**config.mk**
```make
export PLATFORM = sky130hd
export DESIGN_NAME = osc_ctrl
export DESIGN_NICKNAME = d
export VERILOG_FILES = /design/src/rtl/osc_ctrl_pkg.sv /design/src/rtl/osc_unlock_seq.sv /design/src/rtl/osc_ctrl.sv
export SDC_FILE = /design/constraint.sdc
export NUM_CORES = 1
export LEC_CHECK = 0
export ABC_AREA = 1
export BUFFER_PORTS_ARGS = -buffer_cell sky130_fd_sc_hd__buf_2
export CORE_ASPECT_RATIO = 2
export CORE_UTILIZATION = 30
export DETAILED_ROUTE_END_ITERATION = 8
export SLEW_MARGIN = 20
export SYNTH_ARGS = -nofsm -noshare
export SYNTH_HDL_FRONTEND = slang
export SYNTH_HIERARCHICAL = 1
export SYNTH_SLANG_ARGS = --single-unit
```
**constraint.sdc**
```tcl
create_clock -name pclk -period 5.3 [get_ports pclk]
set_clock_uncertainty 0.1 [all_clocks]
set_input_delay 0.265 -clock pclk [delete_from_list [all_inputs] [get_ports pclk]]
set_output_delay 0.265 -clock pclk [all_outputs]
set_load 0.05 [all_outputs]
```
**src/rtl/osc_ctrl_pkg.sv**
```systemverilog
/*
 * Constants for the oscillator source select block: register offsets,
 * field positions, source codes, unlock keys and timing.
 * Assumes a 32-bit APB bus with byte addresses.
 */
package osc_ctrl_pkg;

	// ---------------------------------------------------------------
	// Register byte offsets
	// ---------------------------------------------------------------
	localparam logic [7:0] OFFSET_CONTROL = 8'h00;
	localparam logic [7:0] OFFSET_KEY = 8'h04;
	localparam logic [7:0] OFFSET_EVENT_STATUS = 8'h08;
	localparam logic [7:0] OFFSET_EVENT_MASK = 8'h0C;

	// ---------------------------------------------------------------
	// Field positions inside oscillator_control
	// ---------------------------------------------------------------
	localparam int ACTIVE_LSB = 12;
	localparam int REQUESTED_LSB = 8;
	localparam int CLOCK_LOCK_BIT = 7;
	localparam int IO_LOCK_BIT = 6;
	localparam int PLL_LOCK_BIT = 5;
	localparam int FAIL_FLAG_BIT = 3;
	localparam int SWITCH_REQUEST_BIT = 0;

	// Event bits in the status and mask registers
	localparam int EVENT_SWITCH_DONE = 0;
	localparam int EVENT_SWITCH_REJECTED = 1;
	localparam int EVENT_CLOCK_FAIL = 2;
	localparam int EVENT_COUNT = 3;

	// ---------------------------------------------------------------
	// Clock source codes
	// ---------------------------------------------------------------
	typedef enum logic [2:0] {
		FAST_RC_SOURCE = 3'h0,
		FAST_RC_PLL_MODE = 3'h1,
		PRIMARY_SOURCE = 3'h2,
		PRIMARY_PLL_MODE = 3'h3,
		RESERVED_SOURCE = 3'h4,
		LOW_POWER_RC_SOURCE = 3'h5,
		FAST_RC_DIV16_SOURCE = 3'h6,
		FAST_RC_DIVN_SOURCE = 3'h7
	} source_code_type;

	// ---------------------------------------------------------------
	// Unlock keys and timing
	// ---------------------------------------------------------------
	localparam logic [7:0] KEY_FIRST = 8'h5A;
	localparam logic [7:0] KEY_SECOND = 8'hA5;
	localparam int CLOCK_PERIOD_NS = 4;
	localparam int UNLOCK_WINDOW_NS = 40;
	localparam int UNLOCK_WINDOW_CYCLES = UNLOCK_WINDOW_NS / CLOCK_PERIOD_NS;
	localparam int SWITCH_TIME_NS = 64;
	localparam int SWITCH_CYCLES =
		(SWITCH_TIME_NS + CLOCK_PERIOD_NS - 1) / CLOCK_PERIOD_NS;
	localparam logic [2:0] RESET_SOURCE = 3'h0;

endpackage : osc_ctrl_pkg

```
**src/rtl/osc_unlock_seq.sv**
```systemverilog
/*
 * Unlock sequence tracker: two key writes in a row open a short window
 * in which one write to the control register is allowed.
 * Assumes single-cycle write strobes from the bus slave on the same clock.
 */
`timescale 1ns/1ps

module osc_unlock_seq #(
	parameter int WINDOW_CYCLES = osc_ctrl_pkg::UNLOCK_WINDOW_CYCLES
) (
	input wire logic pclk,
	input wire logic presetn,
	input wire logic key_write,
	input wire logic [7:0] key_data,
	input wire logic other_write,
	input wire logic control_write,
	output logic unlocked
);

	typedef enum logic [1:0] {
		WAIT_FIRST = 2'h0,
		WAIT_SECOND = 2'h1,
		OPEN = 2'h2
	} unlock_state_type;

	unlock_state_type state;
	logic [7:0] window_count;

	// Key sequence; any stray write or expiry closes the window
	always_ff @(posedge pclk or negedge presetn) begin
		if (!presetn) begin
			state <= WAIT_FIRST;
			window_count <= 8'h00;
		end else begin
			case (state)
				WAIT_FIRST: begin
					if (key_write && key_data == osc_ctrl_pkg::KEY_FIRST)
						state <= WAIT_SECOND;
				end
				WAIT_SECOND: begin
					if (key_write && key_data == osc_ctrl_pkg::KEY_SECOND) begin
						state <= OPEN;
						window_count <= 8'(WINDOW_CYCLES);
					end else if (key_write || other_write || control_write) begin
						state <= WAIT_FIRST;
					end
				end
				OPEN: begin
					if (control_write || key_write || other_write ||
							window_count == 8'h00)
						state <= WAIT_FIRST;
					else
						window_count <= window_count - 8'h01;
				end
				default: state <= WAIT_FIRST;
			endcase
		end
	end

	assign unlocked = (state == OPEN);

endmodule : osc_unlock_seq

```
**src/rtl/osc_ctrl.sv**
```systemverilog
/*
 * Oscillator source select control with APB register access.
 * Assumes pclk is the system clock, osc_fail_pin and pll_lock_pin are
 * asynchronous, and strap_source_code is stable at reset release.
 */
//
// Contract
// - The active-source field is read-only and reports the source in use.
// - The requested-source field is writable, same coding, 100 reserved.
// - Control writes take effect only right after the unlock key sequence.
// - A direct switch between the two PLL modes is refused.
// - Writing one to the clock-fail flag acts as a real failure with trap.
`timescale 1ns/1ps

module osc_ctrl #(
	parameter int SWITCH_CYCLES = osc_ctrl_pkg::SWITCH_CYCLES
) (
	input wire logic pclk,
	input wire logic presetn,
	input wire logic psel,
	input wire logic penable,
	input wire logic pwrite,
	input wire logic [7:0] paddr,
	input wire logic [31:0] pwdata,
	output logic [31:0] prdata,
	output logic pready,
	output logic pslverr,
	input wire logic [2:0] strap_source_code,
	input wire logic osc_fail_pin,
	input wire logic pll_lock_pin,
	output logic [2:0] clock_select,
	output logic switch_busy,
	output logic clock_lock,
	output logic io_lock,
	output logic fail_trap,
	output logic irq
);

	// ---------------------------------------------------------------
	// State
	// ---------------------------------------------------------------
	logic [2:0] active_source_code;
	logic [2:0] requested_source_code;
	logic clock_fail_flag;
	logic switch_request_bit;
	logic [7:0] switch_count;
	logic strap_loaded;
	logic [1:0] fail_sync;
	logic [1:0] lock_sync;
	logic fail_seen;
	logic [osc_ctrl_pkg::EVENT_COUNT-1:0] event_status;
	logic [osc_ctrl_pkg::EVENT_COUNT-1:0] event_mask;
	logic [osc_ctrl_pkg::EVENT_COUNT-1:0] event_set;
	logic unlocked;
	logic commit;
	logic hit_control;
	logic hit_key;
	logic hit_status;
	logic hit_mask;
	logic mapped;
	logic control_write;
	logic fail_event;
	logic fail_rise;
	logic switch_start;
	logic switch_refuse;
	logic switch_finish;
	logic pll_cross;
	logic [15:0] control_view;
	logic [31:0] next_prdata;

	// ---------------------------------------------------------------
	// APB decode
	// ---------------------------------------------------------------
	// Address decode
	always_comb begin
		hit_control = 1'b0;
		hit_key = 1'b0;
		hit_status = 1'b0;
		hit_mask = 1'b0;
		if (paddr == osc_ctrl_pkg::OFFSET_CONTROL)
			hit_control = 1'b1;
		else if (paddr == osc_ctrl_pkg::OFFSET_KEY)
			hit_key = 1'b1;
		else if (paddr == osc_ctrl_pkg::OFFSET_EVENT_STATUS)
			hit_status = 1'b1;
		else if (paddr == osc_ctrl_pkg::OFFSET_EVENT_MASK)
			hit_mask = 1'b1;
	end

	assign mapped = hit_control | hit_key | hit_status | hit_mask;
	assign commit = psel & penable & pready & pwrite & mapped;
	assign control_write = commit & hit_control & unlocked;

	// One wait state: data and response prepared, then pready rises
	always_ff @(posedge pclk or negedge presetn) begin
		if (!presetn) begin
			pready <= 1'b0;
			pslverr <= 1'b0;
			prdata <= 32'h00000000;
		end else if (psel && penable && !pready) begin
			pready <= 1'b1;
			pslverr <= ~mapped;
			prdata <= pwrite ? 32'h00000000 : next_prdata;
		end else begin
			pready <= 1'b0;
			pslverr <= 1'b0;
		end
	end

	// Register view; unimplemented bits read as zero
	always_comb begin
		control_view = 16'h0000;
		control_view[osc_ctrl_pkg::ACTIVE_LSB +: 3] = active_source_code;
		control_view[osc_ctrl_pkg::REQUESTED_LSB +: 3] = requested_source_code;
		control_view[osc_ctrl_pkg::CLOCK_LOCK_BIT] = clock_lock;
		control_view[osc_ctrl_pkg::IO_LOCK_BIT] = io_lock;
		control_view[osc_ctrl_pkg::PLL_LOCK_BIT] = lock_sync[1];
		control_view[osc_ctrl_pkg::FAIL_FLAG_BIT] = clock_fail_flag;
		control_view[osc_ctrl_pkg::SWITCH_REQUEST_BIT] = switch_request_bit;
		next_prdata = 32'h00000000;
		if (hit_control)
			next_prdata = {16'h0000, control_view};
		else if (hit_status)
			next_prdata = {29'h00000000, event_status};
		else if (hit_mask)
			next_prdata = {29'h00000000, event_mask};
	end

	// Unlock sequence tracker
	osc_unlock_seq u_unlock (
		.pclk(pclk),
		.presetn(presetn),
		.key_write(commit & hit_key),
		.key_data(pwdata[7:0]),
		.other_write(commit & (hit_status | hit_mask)),
		.control_write(commit & hit_control),
		.unlocked(unlocked)
	);

	// ---------------------------------------------------------------
	// Pin synchronisers
	// ---------------------------------------------------------------
	// Two flops on each asynchronous pin, then edge of the failure
	always_ff @(posedge pclk or negedge presetn) begin
		if (!presetn) begin
			fail_sync <= 2'b00;
			lock_sync <= 2'b00;
			fail_seen <= 1'b0;
		end else begin
			fail_sync <= {fail_sync[0], osc_fail_pin};
			lock_sync <= {lock_sync[0], pll_lock_pin};
			fail_seen <= fail_sync[1];
		end
	end

	assign fail_rise = fail_sync[1] & ~fail_seen;
	// Software writing one behaves as a genuine failure
	assign fail_event = fail_rise |
		(control_write & pwdata[osc_ctrl_pkg::FAIL_FLAG_BIT]);

	// ---------------------------------------------------------------
	// Clock-fail flag and trap
	// ---------------------------------------------------------------
	// Set wins over a clear in the same cycle
	always_ff @(posedge pclk or negedge presetn) begin
		if (!presetn)
			clock_fail_flag <= 1'b0;
		else if (fail_event)
			clock_fail_flag <= 1'b1;
		else if (control_write)
			clock_fail_flag <= 1'b0;
	end

	// One-cycle trap pulse on every failure event
	always_ff @(posedge pclk or negedge presetn) begin
		if (!presetn)
			fail_trap <= 1'b0;
		else
			fail_trap <= fail_event;
	end

	// ---------------------------------------------------------------
	// Control fields
	// ---------------------------------------------------------------
	// Strap value taken at the first edge after reset release
	always_ff @(posedge pclk or negedge presetn) begin
		if (!presetn) begin
			strap_loaded <= 1'b0;
			requested_source_code <= osc_ctrl_pkg::RESET_SOURCE;
			clock_lock <= 1'b0;
			io_lock <= 1'b0;
		end else if (!strap_loaded) begin
			strap_loaded <= 1'b1;
			requested_source_code <= strap_source_code;
		end else if (control_write) begin
			io_lock <= pwdata[osc_ctrl_pkg::IO_LOCK_BIT];
			if (!clock_lock) begin
				clock_lock <= pwdata[osc_ctrl_pkg::CLOCK_LOCK_BIT];
				requested_source_code <=
					pwdata[osc_ctrl_pkg::REQUESTED_LSB +: 3];
			end
		end
	end

	// ---------------------------------------------------------------
	// Clock switch sequencer
	// ---------------------------------------------------------------
	// Crossing between the PLL modes must go through a source other than a PLL mode
	assign pll_cross =
		(active_source_code == osc_ctrl_pkg::PRIMARY_PLL_MODE &&
		requested_source_code == osc_ctrl_pkg::FAST_RC_PLL_MODE) ||
		(active_source_code == osc_ctrl_pkg::FAST_RC_PLL_MODE &&
		requested_source_code == osc_ctrl_pkg::PRIMARY_PLL_MODE);
	assign switch_refuse = switch_request_bit && !switch_busy &&
		(pll_cross || clock_lock ||
		requested_source_code == osc_ctrl_pkg::RESERVED_SOURCE);
	assign switch_start = switch_request_bit && !switch_busy &&
		!switch_refuse;
	assign switch_finish = switch_busy && switch_count == 8'h00;

	// Request bit: set by an unlocked write, cleared by hardware
	always_ff @(posedge pclk or negedge presetn) begin
		if (!presetn)
			switch_request_bit <= 1'b0;
		else if (switch_refuse || switch_finish)
			switch_request_bit <= 1'b0;
		else if (control_write &&
				pwdata[osc_ctrl_pkg::SWITCH_REQUEST_BIT])
			switch_request_bit <= 1'b1;
	end

	// Settling count, then the active source follows the request
	always_ff @(posedge pclk or negedge presetn) begin
		if (!presetn) begin
			switch_busy <= 1'b0;
			switch_count <= 8'h00;
			active_source_code <= osc_ctrl_pkg::RESET_SOURCE;
			clock_select <= osc_ctrl_pkg::RESET_SOURCE;
		end else if (!strap_loaded) begin
			active_source_code <= strap_source_code;
			clock_select <= strap_source_code;
		end else if (switch_start) begin
			switch_busy <= 1'b1;
			switch_count <= 8'(SWITCH_CYCLES - 1);
			clock_select <= requested_source_code;
		end else if (switch_finish) begin
			switch_busy <= 1'b0;
			active_source_code <= clock_select;
		end else if (switch_busy) begin
			switch_count <= switch_count - 8'h01;
		end
	end

	// ---------------------------------------------------------------
	// Events and interrupt
	// ---------------------------------------------------------------
	always_comb begin
		event_set = '0;
		event_set[osc_ctrl_pkg::EVENT_SWITCH_DONE] = switch_finish;
		event_set[osc_ctrl_pkg::EVENT_SWITCH_REJECTED] = switch_refuse;
		event_set[osc_ctrl_pkg::EVENT_CLOCK_FAIL] = fail_event;
	end

	// Sticky status, write one to clear, set wins
	always_ff @(posedge pclk or negedge presetn) begin
		if (!presetn)
			event_status <= '0;
		else if (commit && hit_status)
			event_status <= (event_status &
				~pwdata[osc_ctrl_pkg::EVENT_COUNT-1:0]) | event_set;
		else
			event_status <= event_status | event_set;
	end

	// Mask register
	always_ff @(posedge pclk or negedge presetn) begin
		if (!presetn)
			event_mask <= '0;
		else if (commit && hit_mask)
			event_mask <= pwdata[osc_ctrl_pkg::EVENT_COUNT-1:0];
	end

	// Level interrupt from a flop
	always_ff @(posedge pclk or negedge presetn) begin
		if (!presetn)
			irq <= 1'b0;
		else
			irq <= |(event_status & event_mask);
	end

endmodule : osc_ctrl

```
==> summary.md <==
| Metric | Value |
|---|---|
| N_diodes | 0 |
| Layout cells sized above 1 | 22.8% |
| Flop-to-flop setup slack | between 3 and 4 ns |
| Vias in the first global route | between 2000 and 3000 |
| Nets | 565 |
| Setup TNS | 0 ns |
| Hold Fails Final Rpt | 13 |
| Core area | 11400 um2 |
| Overall routing resource usage | 14.0% |
| Sequential-to-total area share from yosys stat | 43.6% |
| CP startpoint | pready |
| VDD IR max | around 0.00018 V |
| Combinational Power Share | approximately 18% |
| Seq pwr share | 34.0% |
| Outcome | finished, violations left |
| Number of port buffers | 51 |
| Dpl cells | roughly 640 |
| Number of library cell types mapped by synthesis | 34 |
| Clock Sinks | 61 |
| Die area | 12100 um2 |
| CP startpoint kind | flop |
| Hold slack | -0.0123 ns |
| Switching Fraction | 27.7% |
| Net switching power | 0.418 mW |
| Largest net degree at the start of global routing | 62 |
| Area of the multi-input gates | approximately 1700 um2 |
| Synthesized area | approximately 3500 um2 |
| Antenna-violating nets left | 0 |
| Synthesized area per cell | 7.82 um2 |
| Vias per Instance | ~4.5 |
| Hold Crit Class | primary input to async pin |
| H-tree levels | 3 |
| First-pass GRT wire length | ~13000 um |
| Met2 wire length | 4570 um |
| CTS tree | built |
| Failing checks | negative hold slack |
| Die width | 78.3 um |
| FF+latch count, synth | 61 |
| CP max-delay cell | nor3_1 |
| Top routing layer in use | met4 |
| Syn-to-layout area delta | 21.2% |
| Reg2reg path depth | 8 |
| Skew-Pair Late Insertion Delay | 0.33 ns |
| CP Data Required Time | 5.47 ns |
| Grt ovf | 0 |
| Initial antenna violation count | 0 |
| Setup crit end | u_unlock/window_count[0] |
| Tightest Pin Transition | 0.790 ns |
| FMAX | just under 500 MHz |
| 1st-iter DRT viols | 141 |
| Crit-path max FO | 5 |
| Final worst path period share | 38.4% |
| Final GP Congestion | between 0.8 and 0.9 |
| Layout Utilization | 37.3% |
| CP endpoint kind | flop |
| Final Instance Count excl. Fillers | ~660 |
| TritonRoute pass-1 iters | 4 |
| RSZ-0062 raised after global routing | false |
| Max-Cap Viols | 0 |
| Cell-internal power | 1.09 mW |
| Boundary pin count | 92 |
| Reg2reg start | pready |
| Slew Limit Fails | 0 |
| Syn Inst Count | between 400 and 500 |
| Root Buffer | clkbuf_16 |
| Initial core utilization | 30.8% |
| Storage element area | between 1500 and 2000 um2 |
| WL final | 7690 um |
| PostCTS Resize Cnt | 0 |
| Row count | 55 |
| Worst EP arrival | 2.20 ns |
| # setup viols final | 0 |
| Met3 WL post-DR | approximately 280 um |
| Die outline height | 155 um |
| Wl on met1 | about 2700 um |
| HPWL Detailed | 5850 um |
| Final worst path period need | 2.03 ns |
| P per Cell Area | 356 nW/um2 |
| Filler Cell Count | 1186 |
| Clock slew at reported path FFs | approximately 0.050 ns |
| Crit path cell chain | nand3_2 > nor3_1 > nand2_1 > nor2_1 > nand3_2 > a21oi_2 > nand3_1 > nand2_1 |
| WS Path Type | flop to flop |
| Lkg Pwr | 2.27 nW |
| Detailed-route wire length per cell | around 12 um |
| Clock power share | 48.3% |
| DR vias | 2968 |
| Worst rel slew slack | between 40% and 50% |
| Clock Tree Buf Depth | 2 |
| CTS Buf Count | 9 |
| FF-to-FF End | u_unlock/window_count[0] |
| Residual DRC | 0 |
| Synth warn | 6 |
| Worst stage delay on the critical path | 0.47 ns |
-- critical path: cells and delay by family (launching register included) --
kind,cells,cell delay [ns]
AO/OA/AOI/OAI,1,0.27
flip-flops,1,0.38
AND/OR/NAND/NOR,7,1.21
-- power by group through the flow --
stage / registers [mW] / logic, mW / clock network [mW]
finish: 0.512 / 0.268 / 0.728
CTS: 0.512 / 0.270 / 0.744
global route: 0.515 / 0.302 / 0.764
floorplan: 0.530 / 0.205 / 0
detailed placement: 0.520 / 0.267 / 0
global placement: 0.519 / 0.264 / 0
-- synthesized netlist by cell type --
| master | instances | share of area, % |
|---|---|---|
| xor2_1 | 2 | 0.50 |
| nor3_1 | 2 | 0.29 |
| a21oi_1 | 3 | 0.43 |
| buf_4 | 19 | 4.1 |
| nand3_1 | 28 | 4.0 |
| nand4_4 | 1 | 0.61 |
| nand2_4 | 2 | 0.64 |
| nand3_4 | 5 | 2.5 |
| o21ai_2 | 1 | 0.25 |
| o21ai_0 | 11 | 1.6 |
| ha_1 | 6 | 2.1 |
| nor2_8 | 1 | 0.57 |
| a21oi_2 | 1 | 0.25 |
| inv_2 | 9 | 0.97 |
| dfrtp_1 | 61 | 44 |
| buf_2 | 1 | 0.14 |
| a21oi_4 | 1 | 0.47 |
| o21ai_1 | 22 | 3.1 |
| nor2_4 | 4 | 1.3 |
| nand3_2 | 4 | 1.1 |
| nor2_1 | 32 | 3.4 |
| buf_6 | 1 | 0.32 |
| nand2_2 | 10 | 1.8 |
| nand4_2 | 1 | 0.36 |
| o211ai_1 | 1 | 0.21 |
| conb_1 | 2 | 0.21 |
| nand4_1 | 6 | 1.1 |
| inv_1 | 45 | 4.8 |
| and2_1 | 1 | 0.18 |
| xnor2_1 | 2 | 0.50 |
| nor2_2 | 8 | 1.4 |
| a21boi_0 | 1 | 0.21 |
| nand2_1 | 152 | 16 |
| nor3_4 | 1 | 0.47 |
-- state kept, by name (all words and copies together), names as in the netlist, 3 cells and up --
signal	cells
prdata	13
u_unlock/window_count	8
switch_count	8
active_source_code	3
event_status	3
event_mask	3
requested_source_code	3
clock_select	3
-- cells by family after synthesis --
kind of cell	synth area share, %
buf+inv	10.3
xor+xnor	1.00
other cells	0.215
fa+ha+maj	2.15
simple gates	36.1
flops	43.6
compound gates	6.55
-- metrics by stage --
step	total power, mW	instance area [um2]	setup WS [ns]
after floorplan	0.735	3560	3.15
after global placement	0.783	3850	3.01
after detailed placement	0.787	3850	2.98
after CTS	1.53	4240	3.24
after global routing	1.58	4240	3.02
final	1.51	4240	3.27
-- placed cells by master (no fill, tap or decap), drive strengths merged, types with 6 or more instances in the layout --
master  synthesis  final
nand4           8      8
inv            54     54
nor2           45     45
o21ai          34     34
ha              6      6
clkbuf          0     10
nand3          37     37
conb            2     20
nand2         164    164
buf            21     52
dfrtp          61     61
-- worst min path at each step --
| stage | slack, ns | start | endpoint |
|---|---|---|---|
| 6_report | -0.01 | presetn | fail_sync[0] |
| 5_1_grt | 0.07 | presetn | fail_trap |
| 4_1_cts | 0.04 | presetn | fail_trap |
| 3_5_place_dp | 0.24 | fail_sync[0] | fail_sync[1] |
| 3_3_place_gp | 0.23 | fail_sync[0] | fail_sync[1] |
| 2_1_floorplan | -0.13 | presetn | active_source_code[0] |
-- area by class of cell --
| type | instances | area share [%] |
|---|---|---|
| multi-input combinational | 329 | 39.6 |
| sequential | 61 | 36.0 |
| timing repair buffer | 54 | 6.67 |
| clock buffer | 10 | 5.64 |
| inverter | 54 | 4.78 |
| tap | 142 | 4.19 |
| clock inverter | 6 | 3.16 |
-- routing by layer --
metal	vias up	global-route usage, %
met1	1403	12.3
met4	0	7.23
met2	70	28.3
li1	1484	-
met3	11	2.89
met5	-	0
-- repair_timing --
item,CTS,global route
endpoints found under the hold margin,2,0
hold buffers,2,0
setup endpoints to repair,0,0
buffers inserted,0,0
Note: power is estimated with default switching activity, not from simulation.
